`src/hdl/mpc_pkg.sv`:
```
package mpc_pkg;
    // Register selects on the internal access port
    localparam logic [1:0] MPC_SEL_MON2_CFG = 2'h0;
    localparam logic [1:0] MPC_SEL_POWER_ENABLE_CONTROL = 2'h1;
    localparam logic [1:0] MPC_SEL_CLK_MON = 2'h2;
    // Monitor 2 response config fields
    localparam int MPC_M2_OV_SAFE = 3;
    localparam int MPC_M2_UV_SAFE = 2;
    localparam int MPC_M2_UV_RST = 1;
    localparam int MPC_M2_OV_RST = 0;
    localparam logic [7:0] MPC_M2_MASK = 8'h0f;
    // Power control fields
    localparam int MPC_PC_MON2_ON = 5;
    localparam int MPC_PC_MON1_ON = 4;
    localparam int MPC_PC_BOOST_ON = 3;
    localparam int MPC_PC_LVBUCK_ON = 1;
    localparam logic [7:0] MPC_PC_MASK = 8'h3a;
    localparam logic [7:0] MPC_PC_KEEP = 8'h30;
    localparam logic [7:0] MPC_PC_RST = 8'h0a;
    // Clock monitor control
    localparam logic [7:0] MPC_CM_MASK = 8'h5e;
    localparam logic [7:0] MPC_CM_RST = 8'h5c;
endpackage : mpc_pkg

```
`src/hdl/mpc_reg8.sv`:
```
`timescale 1ns/1ns
`default_nettype none
module mpc_reg8 #(
    parameter logic [7:0] MASK = 8'hff
) (
    input wire logic clk,
    input wire logic load,
    input wire logic [7:0] load_val,
    input wire logic wr_en,
    input wire logic [7:0] wr_data,
    input wire logic [7:0] clr_bits,
    output logic [7:0] q
);
    logic [7:0] next_q;
    always_comb begin
        next_q = q;
        if (load) begin
            next_q = load_val;
        end else if (wr_en) begin
            next_q = wr_data;
        end
        // Hardware clears win over a same-cycle write
        next_q = next_q & ~clr_bits & MASK;
    end
    always_ff @(posedge clk) begin
        q <= next_q;
    end
endmodule : mpc_reg8
`default_nettype wire

```
`src/hdl/mpc_regs.sv`:
```
// Functional notes
// - Monitor 2 config writes only in diagnostic state with config lock clear.
// - Bit 3 set: monitor 2 overvoltage sends device to safe state.
// - Bit 2 set: monitor 2 undervoltage sends device to safe state.
// - Bit 1 set: undervoltage sends to reset, beating safe; default from nonvolatile bit.
// - Bit 0 set: overvoltage sends to reset, beating safe; default 0.
// - Monitor 2 config set only by power-on reset.
// - Power control set by power-on reset and reset-state entry, minus kept bits.
// - Power control writes only with control lock clear.
// - Pre-regulator on by default, register-proof, driven by wake and wake latch.
// - Pre-regulator restarts after protection-off once restart conditions hold.
// - Bit 5 enables second monitor, bit 4 first; kept over reset state.
// - Bit 3 boost enable, default 1, cleared on fault or safe entry.
// - Bit 1 buck enable, default 1, cleared on fault or safe entry.
// - Clock monitor control: fully reloaded on power-on reset and reset-state entry, no kept bits, writes gated by control lock.
`timescale 1ns/1ns
`default_nettype none
module mpc_regs (
    input wire logic clk,
    input wire logic srst,
    input wire logic nv_uv_reset_default,
    input wire logic nv_mon_on_default,
    input wire logic in_diag_state,
    input wire logic reset_state_entry,
    input wire logic safe_state_entry,
    input wire logic cfg_lock,
    input wire logic ctrl_lock,
    input wire logic wr_strobe,
    input wire logic rd_strobe,
    input wire logic [1:0] reg_sel,
    input wire logic [7:0] wr_data,
    input wire logic mon2_ov_event,
    input wire logic mon2_uv_event,
    input wire logic boost_fault,
    input wire logic lv_buck_fault,
    input wire logic wake,
    input wire logic wake_latch,
    input wire logic prereg_protect_off,
    input wire logic prereg_restart_ok,
    output logic [7:0] rd_data,
    output logic mon2_to_safe,
    output logic mon2_to_reset,
    output logic first_supply_monitor_on,
    output logic second_supply_monitor_on,
    output logic boost_on,
    output logic lv_buck_on,
    output logic [7:0] clk_mon_ctrl,
    output logic prereg_on
);
    import mpc_pkg::*;

    logic [7:0] second_monitor_response_config;
    logic [7:0] power_enable_control;
    logic wr_cfg_ok, wr_pc_ok, wr_cm_ok;
    logic [7:0] cfg_por_val, pc_load_val, pc_clr;
    logic pc_load, prereg_tripped, next_prereg_tripped;
    logic [7:0] next_rd_data;
    logic next_mon2_to_safe, next_mon2_to_reset;

    always_comb begin
        wr_cfg_ok = wr_strobe && reg_sel == MPC_SEL_MON2_CFG && in_diag_state && !cfg_lock;
        wr_pc_ok = wr_strobe && reg_sel == MPC_SEL_POWER_ENABLE_CONTROL && !ctrl_lock;
        wr_cm_ok = wr_strobe && reg_sel == MPC_SEL_CLK_MON && !ctrl_lock;
        cfg_por_val = 8'h00;
        cfg_por_val[MPC_M2_UV_RST] = nv_uv_reset_default;
        pc_load = srst || reset_state_entry;
        // Monitor enables survive reset-state entry, so only power-on loads them
        pc_load_val = srst ? (MPC_PC_RST | ({8{nv_mon_on_default}} & MPC_PC_KEEP))
                           : ((power_enable_control & MPC_PC_KEEP) | MPC_PC_RST);
        pc_clr = 8'h00;
        pc_clr[MPC_PC_BOOST_ON] = !srst && (boost_fault || safe_state_entry);
        pc_clr[MPC_PC_LVBUCK_ON] = !srst && (lv_buck_fault || safe_state_entry);
    end

    mpc_reg8 #(.MASK(MPC_M2_MASK)) u_cfg (
        .clk(clk),
        .load(srst),
        .load_val(cfg_por_val),
        .wr_en(wr_cfg_ok),
        .wr_data(wr_data),
        .clr_bits(8'h00),
        .q(second_monitor_response_config)
    );

    mpc_reg8 #(.MASK(MPC_PC_MASK)) u_pc (
        .clk(clk),
        .load(pc_load),
        .load_val(pc_load_val),
        .wr_en(wr_pc_ok),
        .wr_data(wr_data),
        .clr_bits(pc_clr),
        .q(power_enable_control)
    );

    mpc_reg8 #(.MASK(MPC_CM_MASK)) u_cm (
        .clk(clk),
        .load(pc_load),
        .load_val(MPC_CM_RST),
        .wr_en(wr_cm_ok),
        .wr_data(wr_data),
        .clr_bits(8'h00),
        .q(clk_mon_ctrl)
    );

    always_comb begin
        next_rd_data = rd_data;
        if (rd_strobe) begin
            case (reg_sel)
                MPC_SEL_MON2_CFG: next_rd_data = second_monitor_response_config;
                MPC_SEL_POWER_ENABLE_CONTROL: next_rd_data = power_enable_control;
                MPC_SEL_CLK_MON: next_rd_data = clk_mon_ctrl;
                default: next_rd_data = 8'h00;
            endcase
        end
        // Reset wins over safe on the same event
        next_mon2_to_reset = (mon2_uv_event && second_monitor_response_config[MPC_M2_UV_RST])
                          || (mon2_ov_event && second_monitor_response_config[MPC_M2_OV_RST]);
        next_mon2_to_safe = !next_mon2_to_reset
                          && ((mon2_ov_event && second_monitor_response_config[MPC_M2_OV_SAFE])
                          || (mon2_uv_event && second_monitor_response_config[MPC_M2_UV_SAFE]));
        // Protection trip latched until restart is allowed
        next_prereg_tripped = prereg_protect_off || (prereg_tripped && !prereg_restart_ok);
    end

    always_ff @(posedge clk) begin
        if (srst) begin
            rd_data <= 8'h00;
            mon2_to_safe <= 1'b0;
            mon2_to_reset <= 1'b0;
            prereg_tripped <= 1'b0;
        end else begin
            rd_data <= next_rd_data;
            mon2_to_safe <= next_mon2_to_safe;
            mon2_to_reset <= next_mon2_to_reset;
            prereg_tripped <= next_prereg_tripped;
        end
    end

    assign first_supply_monitor_on = power_enable_control[MPC_PC_MON1_ON];
    assign second_supply_monitor_on = power_enable_control[MPC_PC_MON2_ON];
    assign boost_on = power_enable_control[MPC_PC_BOOST_ON];
    assign lv_buck_on = power_enable_control[MPC_PC_LVBUCK_ON];
    // No register bit reaches this enable by design
    assign prereg_on = (wake || wake_latch) && !prereg_tripped;

    cfg_lock_a: assert property (@(posedge clk) disable iff (srst)
        (wr_strobe && reg_sel == MPC_SEL_MON2_CFG && (cfg_lock || !in_diag_state))
        |=> $stable(second_monitor_response_config))
        else $error("config changed under lock");
    ctrl_lock_a: assert property (@(posedge clk) disable iff (srst)
        (wr_strobe && reg_sel == MPC_SEL_POWER_ENABLE_CONTROL && ctrl_lock && !reset_state_entry
         && !boost_fault && !lv_buck_fault && !safe_state_entry)
        |=> $stable(power_enable_control))
        else $error("power control changed under lock");
    ov_safe_a: assert property (@(posedge clk) disable iff (srst)
        (mon2_ov_event && !mon2_uv_event && second_monitor_response_config[MPC_M2_OV_SAFE]
         && !second_monitor_response_config[MPC_M2_OV_RST]) |=> mon2_to_safe)
        else $error("overvoltage safe missed");
    uv_safe_a: assert property (@(posedge clk) disable iff (srst)
        (mon2_uv_event && !mon2_ov_event && second_monitor_response_config[MPC_M2_UV_SAFE]
         && !second_monitor_response_config[MPC_M2_UV_RST]) |=> mon2_to_safe)
        else $error("undervoltage safe missed");
    uv_reset_a: assert property (@(posedge clk) disable iff (srst)
        (mon2_uv_event && second_monitor_response_config[MPC_M2_UV_RST]) |=> mon2_to_reset && !mon2_to_safe)
        else $error("undervoltage reset priority broken");
    ov_reset_a: assert property (@(posedge clk) disable iff (srst)
        (mon2_ov_event && second_monitor_response_config[MPC_M2_OV_RST]) |=> mon2_to_reset && !mon2_to_safe)
        else $error("overvoltage reset priority broken");
    cfg_resv_a: assert property (@(posedge clk) disable iff (srst)
        second_monitor_response_config[7:4] == 4'h0)
        else $error("reserved config bits set");
    keep_mon_a: assert property (@(posedge clk) disable iff (srst)
        reset_state_entry
        |=> (power_enable_control & MPC_PC_KEEP) == ($past(power_enable_control) & MPC_PC_KEEP))
        else $error("monitor enables lost on reset entry");
    boost_clr_a: assert property (@(posedge clk) disable iff (srst)
        (boost_fault || safe_state_entry) |=> !boost_on)
        else $error("boost enable not cleared");
    buck_clr_a: assert property (@(posedge clk) disable iff (srst)
        (lv_buck_fault || safe_state_entry) |=> !lv_buck_on)
        else $error("buck enable not cleared");
    ov_quiet_a: assert property (@(posedge clk) disable iff (srst)
        (mon2_ov_event && !mon2_uv_event && !second_monitor_response_config[MPC_M2_OV_SAFE]) |=> !mon2_to_safe)
        else $error("overvoltage safe without enable");
    uv_quiet_a: assert property (@(posedge clk) disable iff (srst)
        (mon2_uv_event && !mon2_ov_event && !second_monitor_response_config[MPC_M2_UV_SAFE]) |=> !mon2_to_safe)
        else $error("undervoltage safe without enable");
    idle_quiet_a: assert property (@(posedge clk) disable iff (srst)
        (!mon2_ov_event && !mon2_uv_event) |=> !mon2_to_safe && !mon2_to_reset)
        else $error("request without event");
    // Accepted writes must land as written, reserved bits dropped
    cfg_wr_a: assert property (@(posedge clk) disable iff (srst)
        wr_cfg_ok |=> second_monitor_response_config == ($past(wr_data) & MPC_M2_MASK))
        else $error("config write lost");
    // Fault and safe clears win over the write, so they are left out here
    pc_wr_a: assert property (@(posedge clk) disable iff (srst)
        (wr_pc_ok && !pc_load && !boost_fault && !lv_buck_fault && !safe_state_entry)
        |=> power_enable_control == ($past(wr_data) & MPC_PC_MASK))
        else $error("power control write lost");
    rst_entry_a: assert property (@(posedge clk) disable iff (srst)
        (reset_state_entry && !safe_state_entry && !boost_fault && !lv_buck_fault)
        |=> (power_enable_control & ~MPC_PC_KEEP) == MPC_PC_RST)
        else $error("power control not set on reset entry");
    cm_entry_a: assert property (@(posedge clk) disable iff (srst)
        reset_state_entry |=> clk_mon_ctrl == MPC_CM_RST)
        else $error("clock monitor not set on reset entry");
    cm_lock_a: assert property (@(posedge clk) disable iff (srst)
        (wr_strobe && reg_sel == MPC_SEL_CLK_MON && ctrl_lock && !reset_state_entry)
        |=> $stable(clk_mon_ctrl))
        else $error("clock monitor changed under lock");
    cm_wr_a: assert property (@(posedge clk) disable iff (srst)
        (wr_cm_ok && !pc_load) |=> clk_mon_ctrl == ($past(wr_data) & MPC_CM_MASK))
        else $error("clock monitor write lost");
    prereg_trip_a: assert property (@(posedge clk) disable iff (srst)
        prereg_protect_off |=> !prereg_on)
        else $error("preregulator on while tripped");
    prereg_wake_a: assert property (@(posedge clk) disable iff (srst)
        (!wake && !wake_latch) |-> !prereg_on)
        else $error("preregulator on without wake");
    cfg_wr_c: cover property (@(posedge clk) disable iff (srst) wr_cfg_ok);
    reset_c: cover property (@(posedge clk) disable iff (srst) mon2_to_reset);
    safe_c: cover property (@(posedge clk) disable iff (srst) safe_state_entry ##1 !boost_on);
    trip_c: cover property (@(posedge clk) disable iff (srst) prereg_protect_off ##1 !prereg_on);
    keep_c: cover property (@(posedge clk) disable iff (srst) reset_state_entry && second_supply_monitor_on);
endmodule : mpc_regs
`default_nettype wire

```
`config.mk`:
```
export PLATFORM = sky130hd
export DESIGN_NAME = mpc_regs
export DESIGN_NICKNAME = d
export VERILOG_FILES = /design/src/hdl/mpc_pkg.sv /design/src/hdl/mpc_reg8.sv /design/src/hdl/mpc_regs.sv
export SDC_FILE = /design/constraint.sdc
export NUM_CORES = 1
export LEC_CHECK = 0
export ABC_AREA = 1
export BUFFER_PORTS_ARGS = -buffer_cell sky130_fd_sc_hd__buf_2
export CORE_UTILIZATION = 30
export CTS_CLUSTER_SIZE = 10
export DETAILED_ROUTE_END_ITERATION = 8
export PLACE_DENSITY = 0.62
export SETUP_SLACK_MARGIN = 0.4
export SYNTH_ARGS = -nofsm -noshare
export SYNTH_HDL_FRONTEND = slang
export SYNTH_SLANG_ARGS = --single-unit
```
`constraint.sdc`:
```
create_clock -name clk -period 0.89 [get_ports clk]
set_input_delay 0.178 -clock clk [delete_from_list [all_inputs] [get_ports clk]]
set_output_delay 0.178 -clock clk [all_outputs]
set_load 0.005 [all_outputs]
```
==> impl_metrics.csv, run 1 <==
group,metric,value,unit
floorplan,floorplan.die_area,3850,µm²
setup_path,critical_path_buf_inv_count,1,
drt,first_iter_violations,42,
final_layout,num-nets-final,250,
setup_path,slowest_stage,"edfxtp_1",
timing,finClkSkew,0.0139,ns
placement,dp.cells,247,
logic_synthesis,yosys_warnings,0,
drt,post_drt_via_cell_ratio,4.59,
logic_synthesis,synth_area_leader_cell,"dfxtp_1",
power,p_leak,0.943,nW
logic_synthesis,synthDominantCellAreaShare,37.0,%
global_route,grt_pass1_wl,4.69,mm
drt,drcViolationCount,0,
final_layout,stdcell_count,266,
logic_synthesis,yosys-top-cells-area,"dfxtp_1, nand2_1, nand3_1, edfxtp_1, inv_1",
logic_synthesis,yosys-top-cells-count,"nand2_1, dfxtp_1, nand3_1",
floorplan,ios,52,
setup_path,worstPathCellList,"buf_2",
logic_synthesis,netlist_area,1080,µm²
final_layout,fin_util,59.5,%
setup_path,endpoint_kind,"output port",
setup_path,start_kind,"flip-flop",
timing,rsz0062_at_grt,"true",
clock_tree,worstSkewPairLatency,0.31,ns
setup_path,cp_top_family,"flip-flops",
drt,vias,1222,
power,power,2.20,mW
logic_synthesis,yosysSeqAreaShare,45.4,%
min_path,hold_class,"primary input to flip-flop",
final_layout,fillerInstances,285,
setup_path,path_class,"flip-flop to output port",
global_route,antenna_found_initial,0,
timing,finalHoldViolations,0,
drt,routed_wl,3.21,mm
run_status,violations,"setup timing",
timing,fin_ws,-0.141,ns
setup_path,cp.required,0.71,ns
clock_tree,cts_buffers,3,
clock_tree,clock_tree.root_cell,"clkbuf_4",
setup_path,worst-path-max-fanout,2,
clock_tree,h-tree-depth,1,
setup_path,cp_slowest_stage_delay,0.41,ns
timing,whs,0.0779,ns
final_layout,num_antenna_cells,0,
clock_tree,postCtsHoldBufs,0,
clock_tree,clock-sinks,23,
floorplan,start_util,31.9,%
logic_synthesis,synth_edf_count,3,
timing,period_share,116,%
placement,dp_hpwl,2.10,mm
logic_synthesis,ys_ff_latch,23,
final_layout,syn_to_final_growth,86.6,%
run_status,status,"finished with violations",
floorplan,die_w,62.0,µm
drt,drtPass1Iterations,4,
global_route,track_usage,16.5,%
floorplan,die_height,62.0,µm
logic_synthesis,yosysMostFrequentCell,"nand2_1",
global_route,grt_pass1_vias,1074,
final_layout,regArea,515,µm²
floorplan,rows,21,
logic_synthesis,syn_area_per_cell,7.61,µm²
timing,slew_violations,0,
setup_path,cp.arrival,0.85,ns
clock_tree,clk_path_buf_depth,2,
global_route,grt_overflow,0,
floorplan,core,3390,µm²
global_route,grt_max_degree,14,
clock_tree,path_clk_slew,0.12,ns
power,powerDensity,1090,nW/µm²
logic_synthesis,syn_inst,142,
run,maxCapViolations,0,
power,irDropWorstVdd,416,µV
final_layout,multiInputGateArea,708,µm²
logic_synthesis,synth-async-reset-ratio,0,%
final_layout,drive_gt1_share,73.6,%
timing,min_period,1.03,ns
placement,gp_congestion,0.723,
drt,ant_nets,0,
timing,setup_viol,19,
logic_synthesis,ys.flop_type,"dfxtp_1",
clock_tree,cts_tree,"built",
placement,portBuffers,46,
drt,wl_per_cell,12.1,µm
timing,fmax,970,MHz
logic_synthesis,synth.distinct_cells,25,
==> timing repair <==
item	CTS	global route
buffers inserted	11	4
gates resized for setup	50	47
endpoints found under the setup margin	45	45
pin swaps	18	26
==> per-stage QoR <==
stage          TNS [ns]  area, µm²  setup slack [ns]
2_1_floorplan         0       1170            0.0450
3_3_place_gp      -1.15       1520            -0.122
3_5_place_dp      -1.30       1520            -0.141
4_1_cts           -1.36       1790            -0.147
5_1_grt           -1.95       2020            -0.189
6_report          -1.21       2020            -0.141
==> worst reg2reg max path: stages, from the launching register on <==
cell and delay, ns:
dfxtp_2 0.36, buf_6 0.11, buf_6 0.11, nand2_4 0.06
nand3_2 0.05, nand2_1 0.06, inv_1 0.03
==> layer usage <==
| layer | wire [µm] | up-vias | GRT usage (%) |
|---|---|---|---|
| li1 | - | 606 | - |
| met1 | 1420 | 576 | 22.1 |
| met2 | 1610 | 36 | 27.8 |
| met3 | 145 | 4 | 1.86 |
| met4 | 39 | 0 | 4.76 |
| met5 | 0 | - | 0 |
==> where the power goes <==
group | switching [mW] | internal, mW
logic | 0.273 | 0.295
clock network | 0.315 | 0.175
registers | 0.0313 | 1.11
==> cells in the final DEF (no fill, tap or decap), types with 4 or more instances in the layout <==
master,n
nor2_4,5
a21oi_2,7
nand2_1,15
buf_2,30
dfxtp_2,20
o21ai_1,4
nor2_1,7
nand3_2,12
nand2_2,15
buf_4,20
buf_6,25
nand2_4,7
nand3_1,5
inv_1,11
conb_1,4
==> sequential cells by signal, indices dropped and copies added (netlist names) <==
| register | flops |
|---|---|
| mon2_to_reset | 1 |
| mon2_to_safe | 1 |
| prereg_tripped | 1 |
| rd_data | 7 |
| u_cfg.q | 4 |
| u_cm.q | 5 |
| u_pc.q | 4 |
==> cell families (layout without fill, tap and decap cells) <==
logic type / count (synthesis) / count (layout) / share of synthesized area, %
and+or+nand+nor: 71 / 71 / 32.3
other: 1 / 4 / 0.347
DFF: 23 / 23 / 45.4
buffers and inverters: 24 / 99 / 10.4
AOI/OAI and AO/OA: 23 / 23 / 11.6
==> cell type report <==
type | instances | share of cell area [%]
tap | 46 | 2.85
multi-input combinational | 98 | 35.1
inverter | 18 | 4.34
timing repair buffer | 77 | 30.8
clock buffer | 4 | 1.30
sequential | 23 | 25.6
==> worst paths after layout <==
path | from | end | slack, ns | cells after the start
setup / recovery | u_pc.q[4] | first_supply_monitor_on | -0.14 | 1
hold / removal | prereg_protect_off | prereg_tripped | 0.08 | 3
setup reg to reg | u_cm.q[4] | rd_data[4] | 0.02 | 6
hold reg to reg | rd_data[3] | rd_data[3] | 0.47 | 2
Note: power is estimated with default switching activity, not from simulation.
==> inputs of run 2 (changes only) <==
--- a/config.mk
+++ b/config.mk
@@ -7,10 +7,10 @@
 export LEC_CHECK = 0
 export ABC_AREA = 1
 export BUFFER_PORTS_ARGS = -buffer_cell sky130_fd_sc_hd__buf_2
-export CORE_UTILIZATION = 30
-export CTS_CLUSTER_SIZE = 10
+export CORE_UTILIZATION = 40
+export CTS_CLUSTER_SIZE = 24
 export DETAILED_ROUTE_END_ITERATION = 8
-export PLACE_DENSITY = 0.62
+export PLACE_DENSITY = 0.78
 export SETUP_SLACK_MARGIN = 0.4
 export SYNTH_ARGS = -nofsm -noshare
 export SYNTH_HDL_FRONTEND = slang
==> impl_metrics.csv, run 2 (synthesis gave the netlist of run 1 again) <==
group,metric,value,unit
drt,routed_wl,3.86,mm
setup_path,cp_top_family,"flip-flops",
global_route,grt_pass1_wl,5.28,mm
clock_tree,cts_tree,"built",
run_status,violations,"setup timing",
global_route,track_usage,25.4,%
setup_path,critical_path_buf_inv_count,1,
floorplan,core,2520,µm²
placement,gp_congestion,0.766,
drt,first_iter_violations,27,
drt,drcViolationCount,0,
drt,drtPass1Iterations,4,
setup_path,endpoint_kind,"output port",
setup_path,path_class,"flip-flop to output port",
min_path,hold_class,"primary input to flip-flop",
timing,setup_viol,21,
setup_path,r2r-end,"rd_data[1]",
clock_tree,cts_buffers,3,
final_layout,num-nets-final,250,
setup_path,start_kind,"flip-flop",
setup_path,r2r_cells,5,
floorplan,ios,52,
setup_path,reg2reg_slack,-0.04,ns
placement,dp.cells,224,
power,p_leak,0.963,nW
clock_tree,worstSkewPairLatency,0.33,ns
power,power.switching,0.676,mW
placement,portBuffers,46,
drt,vias,1282,
floorplan,rows,18,
power,irDropWorstVdd,1500,µV
clock_tree,clock_tree.root_cell,"clkbuf_4",
global_route,grt_overflow,0,
final_layout,top_regs,"rd_data: 7 flops, u_cm.q: 5 flops",
timing,slew_violations,0,
floorplan,start_util,42.9,%
timing,finClkSkew,0.00414,ns
timing,fmax,927,MHz
power,seq_power_share,50.7,%
final_layout,syn_to_final_growth,91.4,%
timing,fin_ws,-0.189,ns
power,power,2.26,mW
setup_path,worst-path-max-fanout,2,
clock_tree,clock-sinks,23,
timing,whs,0.0578,ns
final_layout,final_cell_mix,"buf_2, buf_6, dfxtp_2, nand2_1, buf_4",
final_layout,stdcell_count,250,
placement,dp_hpwl,2.05,mm
power,p_int,1.58,mW
clock_tree,postCtsHoldBufs,0,
drt,post_drt_via_cell_ratio,5.13,
power,power_frac_clock,22.4,%
min_path,min_path_cells,3,
final_layout,num_antenna_cells,0,
final_layout,drive_gt1_share,75.5,%
power,swShare,29.9,%
timing,min_period,1.08,ns
floorplan,die_w,54.0,µm
clock_tree,clk_path_buf_depth,2,
setup_path,slowest_stage,"edfxtp_1",
drt,wl_per_cell,15.4,µm
global_route,antenna_found_initial,0,
floorplan,floorplan.die_area,2910,µm²
clock_tree,h-tree-depth,1,
power,pwr-share-comb,26.9,%
setup_path,r2r_start,"u_pc.q[1]",
timing,period_share,121,%
run_status,status,"finished with violations",
min_path,min_to,"prereg_tripped",
global_route,grt_pass1_vias,1212,
clock_tree,path_clk_slew,0.13,ns
final_layout,largest-register,"rd_data",
drt,ant_nets,0,
timing,finalHoldViolations,0,
min_path,worstHoldStart,"prereg_protect_off",
setup_path,cp.arrival,0.90,ns
setup_path,cp.required,0.71,ns
setup_path,cp_slowest_stage_delay,0.43,ns
final_layout,fin_util,82.0,%
setup_path,worstPathCellList,"buf_2",
final_layout,final_common_cell,"buf_2",
final_layout,largest_register_ffs,7,
run,maxCapViolations,0,
global_route,grt_max_degree,14,
timing,rsz0062_at_grt,"true",
power,powerDensity,1090,nW/µm²
floorplan,die_height,54.0,µm
-- run 2: cell types whose count changed in the layout (fill, tap and decap cells not counted), sizes merged --
cell and delta:
clkbuf -1, clkinv +1
-- run 2: power groups by stage --
| stage | Sequential, mW | Combinational, mW | Clock [mW] |
|---|---|---|---|
| 2_1_floorplan | 1.16 | 0.191 | 0 |
| 3_3_place_gp | 1.16 | 0.357 | 0 |
| 3_5_place_dp | 1.16 | 0.370 | 0 |
| 4_1_cts | 1.14 | 0.468 | 0.498 |
| 5_1_grt | 1.15 | 0.653 | 0.556 |
| 6_report | 1.15 | 0.607 | 0.507 |
-- run 2: per-layer routing --
layer / wire (µm) / GRT usage [%] / vias to the layer above / share of wire (%)
met4: 90 / 8.12 / 0 / 2.3
li1: - / - / 608 / -
met5: 0 / 0 / - / 0
met1: 1490 / 27.7 / 605 / 39
met3: 221 / 6.21 / 9 / 5.7
met2: 2060 / 47.3 / 60 / 53
-- run 2: worst max path at each step --
stage | from | to | slack, ns | cells past startpoint
floorplan | wr_strobe | u_pc.q[4] | 0.04 | 4
global placement | reg_sel[0] | u_pc.q[5] | -0.12 | 5
detailed placement | reg_sel[0] | u_pc.q[5] | -0.14 | 5
CTS | u_pc.q[5] | second_supply_monitor_on | -0.16 | 1
global route | u_pc.q[4] | first_supply_monitor_on | -0.22 | 1
finish | u_pc.q[5] | second_supply_monitor_on | -0.19 | 1
-- run 2: what timing repair did --
| action | 4_1_cts | 5_1_grt |
|---|---|---|
| setup endpoints to repair | 45 | 45 |
| buffers inserted | 12 | 10 |
| pin swaps | 21 | 20 |
| gates resized for setup | 53 | 56 |
-- run 2: per-stage QoR --
step                TNS [ns]  setup slack, ns  instance area, µm²
floorplan                  0           0.0450                1170
global placement       -1.05           -0.116                1460
detailed placement     -1.53           -0.137                1460
CTS                    -1.45           -0.163                1760
global route           -2.39           -0.220                2070
finish                 -1.71           -0.189                2070
-- run 2: final cells by class --
cell class,instances,area [µm²]
Sequential cell,23,514
Clock buffer,3,22.5
Inverter,18,85.1
Clock inverter,1,5.00
Timing Repair Buffer,77,644
Multi-Input combinational cell,98,761
Fill cell,149,453
Tap cell,30,37.5
